`src/low_rate_clk_pkg.sv`:
```
package low_rate_clk_pkg;

  // Nominal rate of the source synthesis input clock, as source ticks per second
  localparam int SRC_HZ_DEFAULT = 12_288_000;
  localparam int COMPOSITE_HZ = 64_000;
  localparam int DS1_HZ = 1_544_000;
  localparam int E1_HZ = 2_048_000;
  localparam int FRAME_8K_US = 125;
  localparam int FRAME_2K_US = 500;
  localparam int NCO_WIDTH = 32;

  // Avalon-MM register map, byte addresses
  localparam int ADDR_WIDTH = 4;
  localparam logic [ADDR_WIDTH-1:0] ADDR_PATH_CFG = 4'h0;
  localparam logic [ADDR_WIDTH-1:0] ADDR_OUT_CTRL = 4'h4;
  localparam logic [ADDR_WIDTH-1:0] ADDR_FSYNC_CFG = 4'h8;
  localparam logic [ADDR_WIDTH-1:0] ADDR_STATUS = 4'hC;

  // Path configuration fields
  localparam int PATH_SEL_BIT = 0;
  localparam int SQUELCH_EN_BIT = 1;
  localparam int RATE_SEC_BIT = 2;
  localparam int RATE_STD_BIT = 3;
  // Output control fields
  localparam int DS1E1_EN_BIT = 0;
  localparam int SYNC8K_EN_BIT = 1;
  localparam int SYNC2K_EN_BIT = 2;
  // Frame sync fields
  localparam int PUL8K_BIT = 0;
  localparam int INV8K_BIT = 1;
  localparam int PUL2K_BIT = 2;
  localparam int INV2K_BIT = 3;
  // Status fields
  localparam int ST_SQUELCH_BIT = 0;
  localparam int ST_COMP_RUN_BIT = 1;
  localparam int ST_DS1E1_RUN_BIT = 2;
  localparam int ST_SYNC8K_RUN_BIT = 3;
  localparam int ST_SYNC2K_RUN_BIT = 4;
  localparam int ST_SEC_VALID_BIT = 5;

  localparam logic [31:0] PATH_CFG_RESET = 32'h0000_0000;
  localparam logic [31:0] OUT_CTRL_RESET = 32'h0000_0000;
  localparam logic [31:0] FSYNC_CFG_RESET = 32'h0000_0000;

  // Rate bit value meaning DS1; the other value selects E1
  localparam logic RATE_DS1 = 1'b1;
  localparam logic PATH_PRIMARY = 1'b1;

  typedef struct packed {
    logic rateStandardSel;
    logic ds1e1RateSelSec;
    logic autoSquelchEn;
    logic lowRatePathSel;
  } path_cfg_t;

  typedef struct packed {
    logic sync2kOutEn;
    logic sync8kOutEn;
    logic ds1e1OutEn;
  } out_ctrl_t;

  typedef struct packed {
    logic sync2kInvert;
    logic sync2kPulseMode;
    logic sync8kInvert;
    logic sync8kPulseMode;
  } fsync_cfg_t;

  typedef struct packed {
    logic priTick;
    logic secTick;
  } src_ticks_t;

endpackage : low_rate_clk_pkg

```
`src/low_rate_output_clock_gen.sv`:
```
// The Avalon-MM slave port and the register offsets are this design's own decisions.
`timescale 1ns/1ps
module low_rate_output_clock_gen #(
  parameter int SRC_HZ = low_rate_clk_pkg::SRC_HZ_DEFAULT
) (
  input wire logic ref_clk,
  input wire logic nrst,
  input wire logic [low_rate_clk_pkg::ADDR_WIDTH-1:0] avs_address,
  input wire logic avs_read,
  input wire logic avs_write,
  input wire logic [31:0] avs_writedata,
  input wire logic [3:0] avs_byteenable,
  output logic [31:0] avs_readdata,
  output logic avs_waitrequest,
  input wire low_rate_clk_pkg::src_ticks_t srcTicks,
  input wire logic secRefValid,
  input wire logic pulse_width_ref_clk,
  output logic composite_clk_out,
  output logic ds1_e1_clk_out,
  output logic sync_8k_out,
  output logic sync_2k_out
);
  import low_rate_clk_pkg::*;

  localparam int COMP_PERIOD = SRC_HZ / COMPOSITE_HZ;
  localparam int FRAME8_PERIOD = int'((longint'(SRC_HZ) * FRAME_8K_US) / 1_000_000);
  localparam int FRAMES_PER_2K = FRAME_2K_US / FRAME_8K_US;
  localparam logic [NCO_WIDTH-1:0] INC_DS1 =
    NCO_WIDTH'((longint'(DS1_HZ) << NCO_WIDTH) / SRC_HZ);
  localparam logic [NCO_WIDTH-1:0] INC_E1 =
    NCO_WIDTH'((longint'(E1_HZ) << NCO_WIDTH) / SRC_HZ);
  localparam int CW = $clog2(COMP_PERIOD);
  localparam int FW = $clog2(FRAME8_PERIOD);
  localparam int QW = $clog2(FRAMES_PER_2K);
  localparam logic [CW-1:0] COMP_LAST = CW'(COMP_PERIOD - 1);
  localparam logic [CW-1:0] COMP_HALF = CW'(COMP_PERIOD / 2);
  localparam logic [FW-1:0] FRAME8_LAST = FW'(FRAME8_PERIOD - 1);
  localparam logic [FW-1:0] FRAME8_HALF = FW'(FRAME8_PERIOD / 2);
  localparam logic [QW-1:0] Q2K_LAST = QW'(FRAMES_PER_2K - 1);
  localparam logic [QW-1:0] Q2K_HALF = QW'(FRAMES_PER_2K / 2);

  path_cfg_t pathCfg_q;
  out_ctrl_t outCtrl_q;
  fsync_cfg_t fsyncCfg_q;
  logic waitReq_q;
  logic [31:0] rdData_q;

  // Register bus: one wait cycle, then the access completes
  logic accept;
  logic [31:0] statusWord;
  logic [31:0] rdMux;
  assign accept = (avs_read | avs_write) & ~waitReq_q;

  always_ff @(posedge ref_clk) begin
    if (!nrst) begin
      waitReq_q <= 1'b1;
    end else if (accept) begin
      waitReq_q <= 1'b1;
    end else if (avs_read | avs_write) begin
      waitReq_q <= 1'b0;
    end
  end

  always_ff @(posedge ref_clk) begin
    if (!nrst) begin
      pathCfg_q <= path_cfg_t'(PATH_CFG_RESET[3:0]);
      outCtrl_q <= out_ctrl_t'(OUT_CTRL_RESET[2:0]);
      fsyncCfg_q <= fsync_cfg_t'(FSYNC_CFG_RESET[3:0]);
    end else if (accept && avs_write && avs_byteenable[0]) begin
      // All fields sit in byte lane 0; upper lanes hold no bits
      case (avs_address)
        ADDR_PATH_CFG: pathCfg_q <= path_cfg_t'(avs_writedata[3:0]);
        ADDR_OUT_CTRL: outCtrl_q <= out_ctrl_t'(avs_writedata[2:0]);
        ADDR_FSYNC_CFG: fsyncCfg_q <= fsync_cfg_t'(avs_writedata[3:0]);
        default: begin
        end
      endcase
    end
  end

  logic squelch;
  logic compRun_q;
  logic ds1e1Run_q;
  logic run8_q;
  logic run2_q;

  always_comb begin
    statusWord = 32'h0000_0000;
    statusWord[ST_SQUELCH_BIT] = squelch;
    statusWord[ST_COMP_RUN_BIT] = compRun_q;
    statusWord[ST_DS1E1_RUN_BIT] = ds1e1Run_q;
    statusWord[ST_SYNC8K_RUN_BIT] = run8_q;
    statusWord[ST_SYNC2K_RUN_BIT] = run2_q;
    statusWord[ST_SEC_VALID_BIT] = secRefValid;
    case (avs_address)
      ADDR_PATH_CFG: rdMux = {28'h000_0000, pathCfg_q};
      ADDR_OUT_CTRL: rdMux = {29'h000_0000, outCtrl_q};
      ADDR_FSYNC_CFG: rdMux = {28'h000_0000, fsyncCfg_q};
      ADDR_STATUS: rdMux = statusWord;
      default: rdMux = 32'h0000_0000;
    endcase
  end

  // Captured during the wait cycle so data stand at the completing edge
  always_ff @(posedge ref_clk) begin
    if (!nrst) begin
      rdData_q <= 32'h0000_0000;
    end else if (avs_read && waitReq_q) begin
      rdData_q <= rdMux;
    end
  end

  assign avs_readdata = rdData_q;
  assign avs_waitrequest = waitReq_q;

  // Source path for composite and DS1/E1
  logic srcTick;
  logic rateIsDs1;
  assign srcTick = (pathCfg_q.lowRatePathSel == PATH_PRIMARY) ? srcTicks.priTick
                                                              : srcTicks.secTick;
  assign squelch = (pathCfg_q.lowRatePathSel != PATH_PRIMARY) & pathCfg_q.autoSquelchEn
                   & ~secRefValid;
  assign rateIsDs1 = (pathCfg_q.lowRatePathSel == PATH_PRIMARY)
                     ? (pathCfg_q.rateStandardSel == RATE_DS1)
                     : (pathCfg_q.ds1e1RateSelSec == RATE_DS1);

  // Composite clock by integer division
  logic [CW-1:0] compCnt_q;
  logic compWrap;
  logic compOut_q;
  assign compWrap = srcTick && (compCnt_q == COMP_LAST);

  always_ff @(posedge ref_clk) begin
    if (!nrst) begin
      compCnt_q <= '0;
    end else if (srcTick) begin
      compCnt_q <= compWrap ? '0 : compCnt_q + CW'(1);
    end
  end

  // Squelch stops at once; restart waits for a period boundary
  always_ff @(posedge ref_clk) begin
    if (!nrst) begin
      compRun_q <= 1'b0;
    end else if (squelch) begin
      compRun_q <= 1'b0;
    end else if (compWrap) begin
      compRun_q <= 1'b1;
    end
  end

  always_ff @(posedge ref_clk) begin
    if (!nrst) begin
      compOut_q <= 1'b0;
    end else begin
      compOut_q <= compRun_q & ~squelch & (compCnt_q < COMP_HALF);
    end
  end

  // DS1/E1 clock by synthesis
  logic ncoMsb;
  logic ncoWrap;
  logic ds1e1Out_q;

  nco_synth #(
    .WIDTH(NCO_WIDTH)
  ) u_nco (
    .ref_clk(ref_clk),
    .nrst(nrst),
    .tick(srcTick),
    .inc(rateIsDs1 ? INC_DS1 : INC_E1),
    .msb(ncoMsb),
    .wrap(ncoWrap)
  );

  always_ff @(posedge ref_clk) begin
    if (!nrst) begin
      ds1e1Run_q <= 1'b0;
    end else if (!outCtrl_q.ds1e1OutEn || squelch) begin
      ds1e1Run_q <= 1'b0;
    end else if (ncoWrap) begin
      ds1e1Run_q <= 1'b1;
    end
  end

  always_ff @(posedge ref_clk) begin
    if (!nrst) begin
      ds1e1Out_q <= 1'b0;
    end else begin
      ds1e1Out_q <= ds1e1Run_q & ~squelch & outCtrl_q.ds1e1OutEn & ncoMsb;
    end
  end

  // Frame timing always from the primary path
  logic [FW-1:0] frameCnt_q;
  logic [QW-1:0] quadCnt_q;
  logic frame8Wrap;
  logic frame2Wrap;
  assign frame8Wrap = srcTicks.priTick && (frameCnt_q == FRAME8_LAST);
  assign frame2Wrap = frame8Wrap && (quadCnt_q == Q2K_LAST);

  always_ff @(posedge ref_clk) begin
    if (!nrst) begin
      frameCnt_q <= '0;
    end else if (srcTicks.priTick) begin
      frameCnt_q <= frame8Wrap ? '0 : frameCnt_q + FW'(1);
    end
  end

  always_ff @(posedge ref_clk) begin
    if (!nrst) begin
      quadCnt_q <= '0;
    end else if (frame8Wrap) begin
      quadCnt_q <= frame2Wrap ? '0 : quadCnt_q + QW'(1);
    end
  end

  // Width clock comes from another block's pin; synchronise first
  logic pwSync1_q;
  logic pwSync2_q;
  logic pwPrev_q;
  logic pwRise;
  always_ff @(posedge ref_clk) begin
    if (!nrst) begin
      pwSync1_q <= 1'b0;
      pwSync2_q <= 1'b0;
      pwPrev_q <= 1'b0;
    end else begin
      pwSync1_q <= pulse_width_ref_clk;
      pwSync2_q <= pwSync1_q;
      pwPrev_q <= pwSync2_q;
    end
  end
  assign pwRise = pwSync2_q & ~pwPrev_q;

  // Pulse engines: a frame boundary arms, the next width edge opens, the one after closes
  logic pend8_q;
  logic low8_q;
  logic pend2_q;
  logic low2_q;

  always_ff @(posedge ref_clk) begin
    if (!nrst) begin
      pend8_q <= 1'b0;
      low8_q <= 1'b0;
    end else begin
      if (frame8Wrap) begin
        pend8_q <= 1'b1;
      end else if (pwRise && !low8_q) begin
        pend8_q <= 1'b0;
      end
      if (pwRise) begin
        low8_q <= ~low8_q & pend8_q;
      end
    end
  end

  always_ff @(posedge ref_clk) begin
    if (!nrst) begin
      pend2_q <= 1'b0;
      low2_q <= 1'b0;
    end else begin
      if (frame2Wrap) begin
        pend2_q <= 1'b1;
      end else if (pwRise && !low2_q) begin
        pend2_q <= 1'b0;
      end
      if (pwRise) begin
        low2_q <= ~low2_q & pend2_q;
      end
    end
  end

  // Enables take hold on frame boundaries only
  always_ff @(posedge ref_clk) begin
    if (!nrst) begin
      run8_q <= 1'b0;
    end else if (!outCtrl_q.sync8kOutEn) begin
      run8_q <= 1'b0;
    end else if (frame8Wrap) begin
      run8_q <= 1'b1;
    end
  end

  always_ff @(posedge ref_clk) begin
    if (!nrst) begin
      run2_q <= 1'b0;
    end else if (!outCtrl_q.sync2kOutEn) begin
      run2_q <= 1'b0;
    end else if (frame2Wrap) begin
      run2_q <= 1'b1;
    end
  end

  logic sq8;
  logic sq2;
  logic lvl8;
  logic lvl2;
  logic sync8Out_q;
  logic sync2Out_q;
  assign sq8 = frameCnt_q < FRAME8_HALF;
  assign sq2 = quadCnt_q < Q2K_HALF;
  // Pulse mode assumes the width clock is fast and from the primary path
  assign lvl8 = fsyncCfg_q.sync8kPulseMode ? ~low8_q : sq8;
  assign lvl2 = fsyncCfg_q.sync2kPulseMode ? ~low2_q : sq2;

  always_ff @(posedge ref_clk) begin
    if (!nrst) begin
      sync8Out_q <= 1'b0;
      sync2Out_q <= 1'b0;
    end else begin
      sync8Out_q <= run8_q & (lvl8 ^ fsyncCfg_q.sync8kInvert);
      sync2Out_q <= run2_q & (lvl2 ^ fsyncCfg_q.sync2kInvert);
    end
  end

  assign composite_clk_out = compOut_q;
  assign ds1_e1_clk_out = ds1e1Out_q;
  assign sync_8k_out = sync8Out_q;
  assign sync_2k_out = sync2Out_q;
endmodule : low_rate_output_clock_gen

```
`src/nco_synth.sv`:
```
`timescale 1ns/1ps
// Phase accumulator; fractional ratios give a synthesized, not divided, clock
module nco_synth #(
  parameter int WIDTH = 32
) (
  input wire logic ref_clk,
  input wire logic nrst,
  input wire logic tick,
  input wire logic [WIDTH-1:0] inc,
  output logic msb,
  output logic wrap
);
  logic [WIDTH-1:0] phase_q;
  logic [WIDTH:0] sum;

  assign sum = {1'b0, phase_q} + {1'b0, inc};
  assign msb = phase_q[WIDTH-1];
  assign wrap = tick & sum[WIDTH];

  always_ff @(posedge ref_clk) begin
    if (!nrst) begin
      phase_q <= '0;
    end else if (tick) begin
      phase_q <= sum[WIDTH-1:0];
    end
  end
endmodule : nco_synth

```
`config.mk`:
```
export PLATFORM = sky130hd
export DESIGN_NAME = low_rate_output_clock_gen
export DESIGN_NICKNAME = d
export VERILOG_FILES = /design/src/low_rate_clk_pkg.sv /design/src/low_rate_output_clock_gen.sv /design/src/nco_synth.sv
export SDC_FILE = /design/constraint.sdc
export NUM_CORES = 1
export LEC_CHECK = 0
export ABC_AREA = 1
export BUFFER_PORTS_ARGS = -buffer_cell sky130_fd_sc_hd__buf_2
export CELL_PAD_IN_SITES_DETAIL_PLACEMENT = 0
export CELL_PAD_IN_SITES_GLOBAL_PLACEMENT = 2
export CORE_ASPECT_RATIO = 1.75
export CORE_MARGIN = 2
export CORE_UTILIZATION = 31
export CTS_CLUSTER_SIZE = 25
export DETAILED_ROUTE_END_ITERATION = 12
export PLACE_DENSITY_LB_ADDON = 0.1
export SLEW_MARGIN = 20
export SYNTH_ARGS = -nofsm -noshare
export SYNTH_HDL_FRONTEND = slang
export SYNTH_HIERARCHICAL = 1
export SYNTH_SLANG_ARGS = --single-unit
export TNS_END_PERCENT = 5
```
`constraint.sdc`:
```
create_clock -name ref_clk -period 2.15 [get_ports ref_clk]
set_input_delay 0.215 -clock ref_clk [delete_from_list [all_inputs] [get_ports ref_clk]]
set_output_delay 0.215 -clock ref_clk [all_outputs]
set_load 0.01 [all_outputs]
```
==> results.toml, run 1 <==
[setup_path]
cp-end-kind = "flip-flop"
crit_buf_inv = 2
critPathKind = "flip-flop to flip-flop"
crit_family = "compound AO/OA/AOI/OAI gates"
slowest_stage = "ha_1"
cpPeakStageDelay_ns = 0.35
r2r_slack_ns = 0.13
r2r-end = "ds1e1Run_q$_SDFFE_PP0P_"
r2r-start = "u_nco/phase_q[10]$_SDFFE_PN0P_"
cp_cell_sequence = "ha_1 > nand2_1 > inv_1 > a21oi_1 > o21bai_1 > buf_4 > nand2_1 > nand3_2 > nand3_2 > a21oi_2 > o21ai_0 > nor2_1"
rr_worst_depth = 12
crit_arrival_ns = 2.25
cp-start-kind = "flip-flop"
crit_fanout = 4
cp.required_ns = 2.38

[drt]
wl_per_cell_um = 13.35
via_per_inst = 4.360
drtIter0Drc = 282
num_vias = 5973
routed_wl_um = 18290
first_pass_iters = 4
drtAntennaViolNets = 0
drc = 0

[cells_and_area]
fin_cells = 1370
stdcell_area_um2 = 7197
drive_gt1_share_pct = 10.70
fin_nets = 1201
final_core_util_pct = 35.62
synthToLayoutAreaGrowth_pct = 13.25
diodes = 0

[yosys]
yosysMostFrequentCell = "nand2_1"
synth.distinct_cells = 41
ys_ff_latch = 86
syn_area_um2 = 6355
synthTopCellsByArea = "dfxtp_1, nand2_1, inv_1"
async_reset_ff_share_pct = 0
yosys.area.top_type = "dfxtp_1"
syn_inst = 1049
synthFlopType = "dfxtp_1"
yosys.area.top_type_share_pct = 27.09
avgSynthCellArea_um2 = 6.058
yosysSeqAreaShare_pct = 27.09
synth_edf_count = 0
ys_top_cells_by_count = "nand2_1, inv_1, nor2_1"
yosys_warnings = 6

[pwr]
p_per_area_nw_per_um2 = 666.2
leakage_nw = 3.986
peakVddDrop_mv = 0.5347

[sta]
fin_setup_tns_ns = 0
setup_viol = 0
hold_violations = 0
rsz0062_at_grt = "true"
post-route-period-util_pct = 93.73
tightest_slew_ns = 0.5790
fmax_mhz = 496.2
finalCriticalPeriod_ns = 2.015
skew_ns = 0.008838
hold-worst-slack_ns = 0.04386
slew_headroom_pct = 60.99
slew_violations = 0

[flow_run]
cap_violations = 0

[clocking]
path_clk_slew_ns = 0.07
cts_buffer_depth = 2
cts_buffers = 9
htreeDepth = 3
clk_latency_ns = 0.36
ctsRootBufferMaster = "clkbuf_16"
clock_sinks = 86
cts_tree = "done"

[global_route]
grt_overflow_total = 0
grt_pass1_wl_um = 29880
antenna_found_initial = 0
gr-usage-all-layers_pct = 17.58
grt_max_degree = 23
grt_pass1_vias = 5930

[floorplanning]
dieHeight_um = 193.4
ioPinCount = 85
dieArea_um2 = 21710
row_count = 69
core_area_um2 = 20200
initial_core_util_pct = 31.46
die_x_um = 112.2

[worst_hold_path]
hold_depth = 3
hp-start = "pulse_width_ref_clk"
hold_class = "input port to flip-flop"
worst_hold_path.endpoint = "pwSync1_q$_SDFF_PN0_"

[placed_design]
port_buffers = 27
gp_congestion = 0.8493
placed_cell_area_um2 = 6855
hpwlAfterDp_um = 15010
place_inst = 1354

[run_status]
status = "finished, final reports clean"
power by group:
part / internal, mW / switching, mW
logic: 0.483 / 0.957
clock network: 0.915 / 0.705
registers: 1.68 / 0.0537
area by class of cell:
cell class	count	area, µm²
inverter	194	728.2
tap	248	310.3
timing repair buffer	43	267.8
clock buffer	13	280.3
multi-input combinational	783	3865
fill	2336	13010
clock inverter	3	23.77
sequential	86	1722
layer usage:
| metal | wire length [µm] | vias to the layer above | track usage [%] |
|---|---|---|---|
| li1 | - | 3276 | - |
| met1 | 6849 | 2612 | 16.97 |
| met2 | 10710 | 65 | 36.66 |
| met3 | 357 | 20 | 2.256 |
| met4 | 376 | 0 | 5.962 |
| met5 | 0 | - | 0 |
state kept, by name, indices dropped and copies added, names as in the netlist, 2 cells and up:
name,cells
compCnt_q,8
avs_readdata,6
outCtrl_q,3
u_nco/phase_q,32
fsyncCfg_q,4
frameCnt_q,11
quadCnt_q,2
pathCfg_q,4
worst max path at each step:
stage / end / cells past startpoint / startpoint
global placement: u_nco/phase_q[28]$_SDFFE_PN0P_ / 11 / pathCfg_q[0]$_SDFFE_PN0P_
detailed placement: u_nco/phase_q[28]$_SDFFE_PN0P_ / 11 / pathCfg_q[0]$_SDFFE_PN0P_
finish: ds1e1Run_q$_SDFFE_PP0P_ / 12 / u_nco/phase_q[10]$_SDFFE_PN0P_
global route: u_nco/phase_q[28]$_SDFFE_PN0P_ / 11 / pathCfg_q[0]$_SDFFE_PN0P_
CTS: u_nco/phase_q[28]$_SDFFE_PN0P_ / 11 / pathCfg_q[0]$_SDFFE_PN0P_
floorplan: ds1e1Run_q$_SDFFE_PP0P_ / 12 / pathCfg_q[0]$_SDFFE_PN0P_
metrics by stage:
step | power, mW | setup slack (ns)
2_1_floorplan | 2.833 | 0.2413
3_3_place_gp | 3.214 | 0.05021
3_5_place_dp | 3.212 | 0.03932
4_1_cts | 4.882 | 0.03166
5_1_grt | 5.159 | -0.04673
6_report | 4.795 | 0.1347
cells by family (layout without fill, tap and decap cells):
group           Yosys count  after routing  synth area share, %
fa+ha+maj                36             36                7.206
buf+inv                 234            253                15.87
flops                    86             86                27.09
mux                       1              1               0.1575
simple gates            574            574                39.10
xor+xnor                 16             16                2.205
compound gates          100            100                8.250
other cells               2             56               0.1182
worst register-to-register path, stage by stage (launching register included):
cell	delay, ns
dfxtp_1	0.32
ha_1	0.35
nand2_1	0.13
inv_1	0.06
a21oi_1	0.25
o21bai_1	0.10
buf_4	0.15
nand2_1	0.09
nand3_2	0.10
nand3_2	0.08
a21oi_2	0.05
o21ai_0	0.14
nor2_1	0.06
layout by cell type (no fill, tap or decap), types with 4 or more instances in the layout:
cell / Yosys / routed
a21oi_1: 45 / 41
a21oi_2: 1 / 5
buf_2: 1 / 27
buf_4: 27 / 15
clkbuf_16: 0 / 9
clkbuf_8: 0 / 4
conb_1: 2 / 56
dfxtp_1: 86 / 86
ha_1: 35 / 35
inv_1: 187 / 187
inv_2: 6 / 6
nand2_1: 286 / 286
nand2_2: 17 / 17
nand3_1: 75 / 75
nand3_2: 8 / 8
nor2_1: 149 / 147
nor2_2: 11 / 13
nor3_1: 8 / 7
nor3_2: 4 / 5
o21ai_0: 44 / 44
o21bai_1: 5 / 5
xor2_1: 15 / 15
what timing repair did:
action | CTS | global route
setup buffers | 0 | 0
setup endpoints to repair | 0 | 9
resized for setup | 0 | 9
hold buffers | 0 | 0
(Power assumes the default switching activity.)
==> run 2: changes to the inputs <==
==> constraint.sdc (replaced) <==
create_clock -name ref_clk -period 1.95 [get_ports ref_clk]
set_input_delay 0.195 -clock ref_clk [delete_from_list [all_inputs] [get_ports ref_clk]]
set_output_delay 0.195 -clock ref_clk [all_outputs]
set_load 0.05 [all_outputs]
==> results.toml, run 2 (synthesis gave the netlist of run 1 again) <==
[setup_path]
crit_arrival_ns = 2.16
rr_worst_depth = 13
cp-start-kind = "flip-flop"
crit_fanout = 3
critPathKind = "flip-flop to flip-flop"
r2r-start = "pathCfg_q[0]$_SDFFE_PN0P_"
cp-end-kind = "flip-flop"
cp.required_ns = 2.22
r2r-end = "u_nco/phase_q[28]$_SDFFE_PN0P_"
r2r_slack_ns = 0.06

[clocking]
cts_tree = "done"
clock_sinks = 86
htreeDepth = 3
ctsRootBufferMaster = "clkbuf_16"
clk_latency_ns = 0.36
cts_buffer_depth = 2
cts_buffers = 9
path_clk_slew_ns = 0.07
cts_hold_buf = 0

[drt]
num_vias = 6054
wl_per_cell_um = 13.07
drtAntennaViolNets = 0
drc = 0
routed_wl_um = 18210
via_per_inst = 4.346
first_pass_iters = 4
drtIter0Drc = 195

[cells_and_area]
nFillCells = 2300
largest_reg_flops = 32
final_core_util_pct = 37.33
layout_common_cells = "nand2_1, inv_1, nor2_1"
regMostFlops = "u_nco/phase_q"
final_common_cell = "nand2_1"
synthToLayoutAreaGrowth_pct = 18.67
fin_nets = 1224
stdcell_area_um2 = 7541
reg_top3 = "u_nco/phase_q x32, frameCnt_q x11, compCnt_q x8"
diodes = 0
drive_gt1_share_pct = 16.24

[global_route]
grt_pass1_vias = 5988
grt_pass1_wl_um = 29530
antenna_found_initial = 0
grt_overflow_total = 0
grt_max_degree = 31
gr-usage-all-layers_pct = 17.24

[floorplanning]
dieHeight_um = 193.4
dieArea_um2 = 21710
row_count = 69
initial_core_util_pct = 31.46
ioPinCount = 85
die_x_um = 112.2
core_area_um2 = 20200

[pwr]
p_per_area_nw_per_um2 = 746.6
p_seq_share_pct = 34.0
internal-power_mw = 3.543
leakage_nw = 4.121
p_sw_mw = 2.087
pwr-share-comb_pct = 33.0
p_clk_share_pct = 32.9
peakVddDrop_mv = 0.5623
switching_share_pct = 37.06

[run_status]
status = "finished, final reports clean"

[flow_run]
cap_violations = 0

[worst_hold_path]
hold_depth = 3
worst_hold_path.endpoint = "pwSync1_q$_SDFF_PN0_"
hp-start = "pulse_width_ref_clk"
hold_class = "input port to flip-flop"

[sta]
fmax_mhz = 528.2
finalCriticalPeriod_ns = 1.893
tightest_slew_ns = 0.5191
slew_violations = 0
skew_ns = 0.008227
hold_violations = 0
slew_headroom_pct = 65.03
setup_viol = 0
rsz0062_at_grt = "true"
post-route-period-util_pct = 97.08

[placed_design]
port_buffers = 27
gp_congestion = 0.8213
hpwlAfterDp_um = 14770
placed_cell_area_um2 = 7008
==> run 2: changes by cell type in the layout (fill, tap and decap cells not counted), sizes merged <==
cell	before	now
clkinvlp	2	1
clkbuf	13	10
bufinv	0	1
clkinv	1	4
buf	43	66
==> run 2: repair_timing <==
item | CTS | global route
setup buffers | 1 | 0
endpoints found under the hold margin | 0 | 0
gates cloned | 0 | 0
setup endpoints to repair | 9 | 21
resized for setup | 27 | 33
pin swaps | 3 | 11
==> run 2: layout make-up <==
cell class              instances  area [µm²]  area share, %
multi-input cells             783        4044          53.63
repair buffers                 66       427.9          5.674
clock inverters                 6       68.82         0.9126
flip-flops and latches         86        1723          22.85
clock buffers                  10       239.0          3.169
well taps                     248       310.3          4.115
inverters                     194       728.2          9.657
==> run 2: worst max-delay path, cell delays in order (launching register included) <==
cell and delay [ns]:
dfxtp_2 0.34, mux2i_1 0.19, buf_4 0.18, ha_4 0.22
nand2_4 0.07, nor2_1 0.06, nor2_2 0.15, nand2_1 0.09
a21oi_2 0.18, nand2_1 0.08, nand2_1 0.08, nand3_2 0.06
nand2_1 0.07, inv_1 0.03
==> run 2: layer usage <==
metal,wire length [µm],vias to the layer above,global-route usage [%]
met2,10550,55,35.81
met1,6884,2661,16.61
met3,333,20,2.162
li1,-,3318,-
met5,0,-,0
met4,442,0,6.233
==> run 2: worst max-delay path by stage <==
stage | from | slack, ns | to
final | pathCfg_q[0]$_SDFFE_PN0P_ | 0.06 | u_nco/phase_q[28]$_SDFFE_PN0P_
after floorplan | pathCfg_q[0]$_SDFFE_PN0P_ | 0.04 | ds1e1Run_q$_SDFFE_PP0P_
after global routing | pathCfg_q[0]$_SDFFE_PN0P_ | -0.07 | u_nco/phase_q[28]$_SDFFE_PN0P_
after detailed placement | pathCfg_q[0]$_SDFFE_PN0P_ | -0.19 | u_nco/phase_q[28]$_SDFFE_PN0P_
after CTS | pathCfg_q[0]$_SDFFE_PN0P_ | -0.005 | ds1e1Run_q$_SDFFE_PP0P_
after global placement | pathCfg_q[0]$_SDFFE_PN0P_ | -0.21 | u_nco/phase_q[28]$_SDFFE_PN0P_
==> run 2: power groups by stage <==
stage | sequential (mW) | clock, mW | combinational [mW]
after floorplan | 1.94 | 0 | 1.28
after global placement | 1.95 | 0 | 1.75
after detailed placement | 1.95 | 0 | 1.74
after CTS | 1.91 | 1.94 | 1.82
after global routing | 1.93 | 1.98 | 2.12
final | 1.92 | 1.85 | 1.86
==> run 2: per-stage QoR <==
step	cells	hold WS, ns	total power [mW]	TNS [ns]	setup WS, ns
final	1393	0.02938	5.630	0	0.05685
after global routing	1393	0.05422	6.028	-0.5023	-0.07346
after CTS	1393	0.01773	5.670	-0.007926	-0.005234
after detailed placement	1376	0.3902	3.695	-0.7941	-0.1942
after global placement	1376	0.3846	3.700	-0.9098	-0.2104
after floorplan	1103	0.2926	3.218	0	0.04127
==> run 3: changes to the inputs <==
==> constraint.sdc (replaced) <==
create_clock -name ref_clk -period 1.8 [get_ports ref_clk]
set_input_delay 0.18 -clock ref_clk [delete_from_list [all_inputs] [get_ports ref_clk]]
set_output_delay 0.18 -clock ref_clk [all_outputs]
set_load 0.05 [all_outputs]
==> results.toml, run 3 (synthesis gave the netlist of run 1 again) <==
[run_status]
status = "finished, violations left"
failed_checks = "negative setup slack"

[global_route]
grt_pass1_wl_um = 31610
antenna_found_initial = 0
grt_overflow_total = 0
grt_max_degree = 31
gr-usage-all-layers_pct = 18.81
grt_pass1_vias = 6270

[worst_hold_path]
hold_class = "input port to flip-flop"
hp-start = "secRefValid"

[placed_design]
place_ws_ns = -0.3013
hpwlAfterDp_um = 16080
gp_congestion = 0.8327
placed_cell_area_um2 = 7184
port_buffers = 27

[clocking]
clk_latency_ns = 0.37
path_clk_slew_ns = 0.07
cts_buffer_depth = 2
cts_tree = "done"
ctsRootBufferMaster = "clkbuf_16"
htreeDepth = 3
clock_sinks = 86
cts_buffers = 9

[sta]
rsz0062_at_grt = "true"
hold-worst-slack_ns = 0.1114
skew_ns = 0.01027
post-route-period-util_pct = 107.6
slew_headroom_pct = 53.95
setup_viol = 9
finalCriticalPeriod_ns = 1.937
fmax_mhz = 516.3
setup_ws_ns = -0.1369
slew_violations = 0
hold_violations = 0
tightest_slew_ns = 0.6900

[setup_path]
r2r-start = "pathCfg_q[0]$_SDFFE_PN0P_"
crit_family = "simple AND/OR/NAND/NOR gates"
slowest_stage = "dfxtp_4"
cp_cell_sequence = "mux2i_4 > ha_4 > nand2_4 > inv_2 > nand2_1 > nand2_1 > a21oi_2 > nand3_2 > nand3_2 > a21oi_2 > o21ai_1 > nor2_1"
cp-start-kind = "flip-flop"
cpPeakStageDelay_ns = 0.36
cp-end-kind = "flip-flop"
cp.required_ns = 2.06
crit_arrival_ns = 2.19
critPathKind = "flip-flop to flip-flop"
crit_fanout = 4
crit_buf_inv = 1
crit_start = "pathCfg_q[0]$_SDFFE_PN0P_"

[pwr]
p_per_area_nw_per_um2 = 818.4
p_total_mw = 6.541
peakVddDrop_mv = 0.8122
leakage_nw = 4.269

[drt]
first_pass_iters = 4
drc = 0
drtIter0Drc = 197
via_per_inst = 4.405
drtAntennaViolNets = 0
num_vias = 6237
routed_wl_um = 20030
wl_per_cell_um = 14.15

[cells_and_area]
layout_common_cells = "nand2_1, inv_1, nor2_1"
fin_nets = 1247
diodes = 0
reg_top3 = "u_nco/phase_q x32, frameCnt_q x11, compCnt_q x8"
regMostFlops = "u_nco/phase_q"
largest_reg_flops = 32
final_core_util_pct = 39.56
drive_gt1_share_pct = 19.95
synthToLayoutAreaGrowth_pct = 25.77
final_common_cell = "nand2_1"
stdcell_area_um2 = 7993
nFillCells = 2290

[floorplanning]
initial_core_util_pct = 31.46
dieHeight_um = 193.4
core_area_um2 = 20200
dieArea_um2 = 21710
die_x_um = 112.2
ioPinCount = 85
row_count = 69

[flow_run]
cap_violations = 0
## run 3: cell types whose count changed in the layout (fill, tap and decap cells not counted), sizes merged
| cell | before | now |
|---|---|---|
| inv | 194 | 195 |
| bufinv | 1 | 2 |
| clkinv | 4 | 1 |
| dlygate4sd3 | 0 | 1 |
| buf | 66 | 88 |
| clkinvlp | 1 | 2 |
## run 3: final timing paths
| kind | cells past startpoint | slack [ns] | to |
|---|---|---|---|
| min reg2reg | 2 | 0.41 | pwSync2_q$_SDFF_PN0_ |
| min | 3 | 0.11 | avs_readdata[5]$_SDFFE_PN0P_ |
| max | 12 | -0.14 | ds1e1Run_q$_SDFFE_PP0P_ |
| max reg2reg | 12 | -0.14 | ds1e1Run_q$_SDFFE_PP0P_ |
## run 3: per-stage QoR
step           TNS (ns)  std cells
2_1_floorplan         0       1103
3_3_place_gp     -1.997       1395
3_5_place_dp     -2.166       1395
4_1_cts         -0.8776       1415
5_1_grt          -3.045       1416
6_report        -0.7238       1416
## run 3: where the power goes
part	total [mW]	internal, mW	switching [mW]
sequential	2.09	2.01	0.0869
clock	2.14	1.23	0.912
combinational	2.31	0.893	1.41
## run 3: cell type report
type / count / area (µm²) / area share, %
Multi-Input combinational cell: 783 / 4264 / 53.35
Sequential cell: 86 / 1729 / 21.63
Inverter: 194 / 728.2 / 9.111
Timing Repair Buffer: 89 / 639.4 / 7.999
Tap cell: 248 / 310.3 / 3.882
Clock buffer: 10 / 229.0 / 2.865
Clock inverter: 6 / 92.59 / 1.158
## run 3: per-layer routing
layer  GRT usage, %  up-vias  routed length, µm
met5              0        -                  0
met1          16.89     2795               6962
li1               -     3357                  -
met3          2.005       25                313
met2          40.50       60              12190
met4          7.317        0                569
## run 3: tightest hold or removal path, stage by stage
cell	delay (ns)
buf_2	0.11
nand3_1	0.08
a21oi_1	0.05
## run 3: what timing repair did
item / 4_1_cts / 5_1_grt
gates resized for setup: 51 / 44
hold buffers: 1 / 0
endpoints found under the hold margin: 1 / 0
gates cloned: 0 / 0
pin swaps: 12 / 28
setup buffers: 3 / 1
endpoints found under the setup margin: 23 / 26
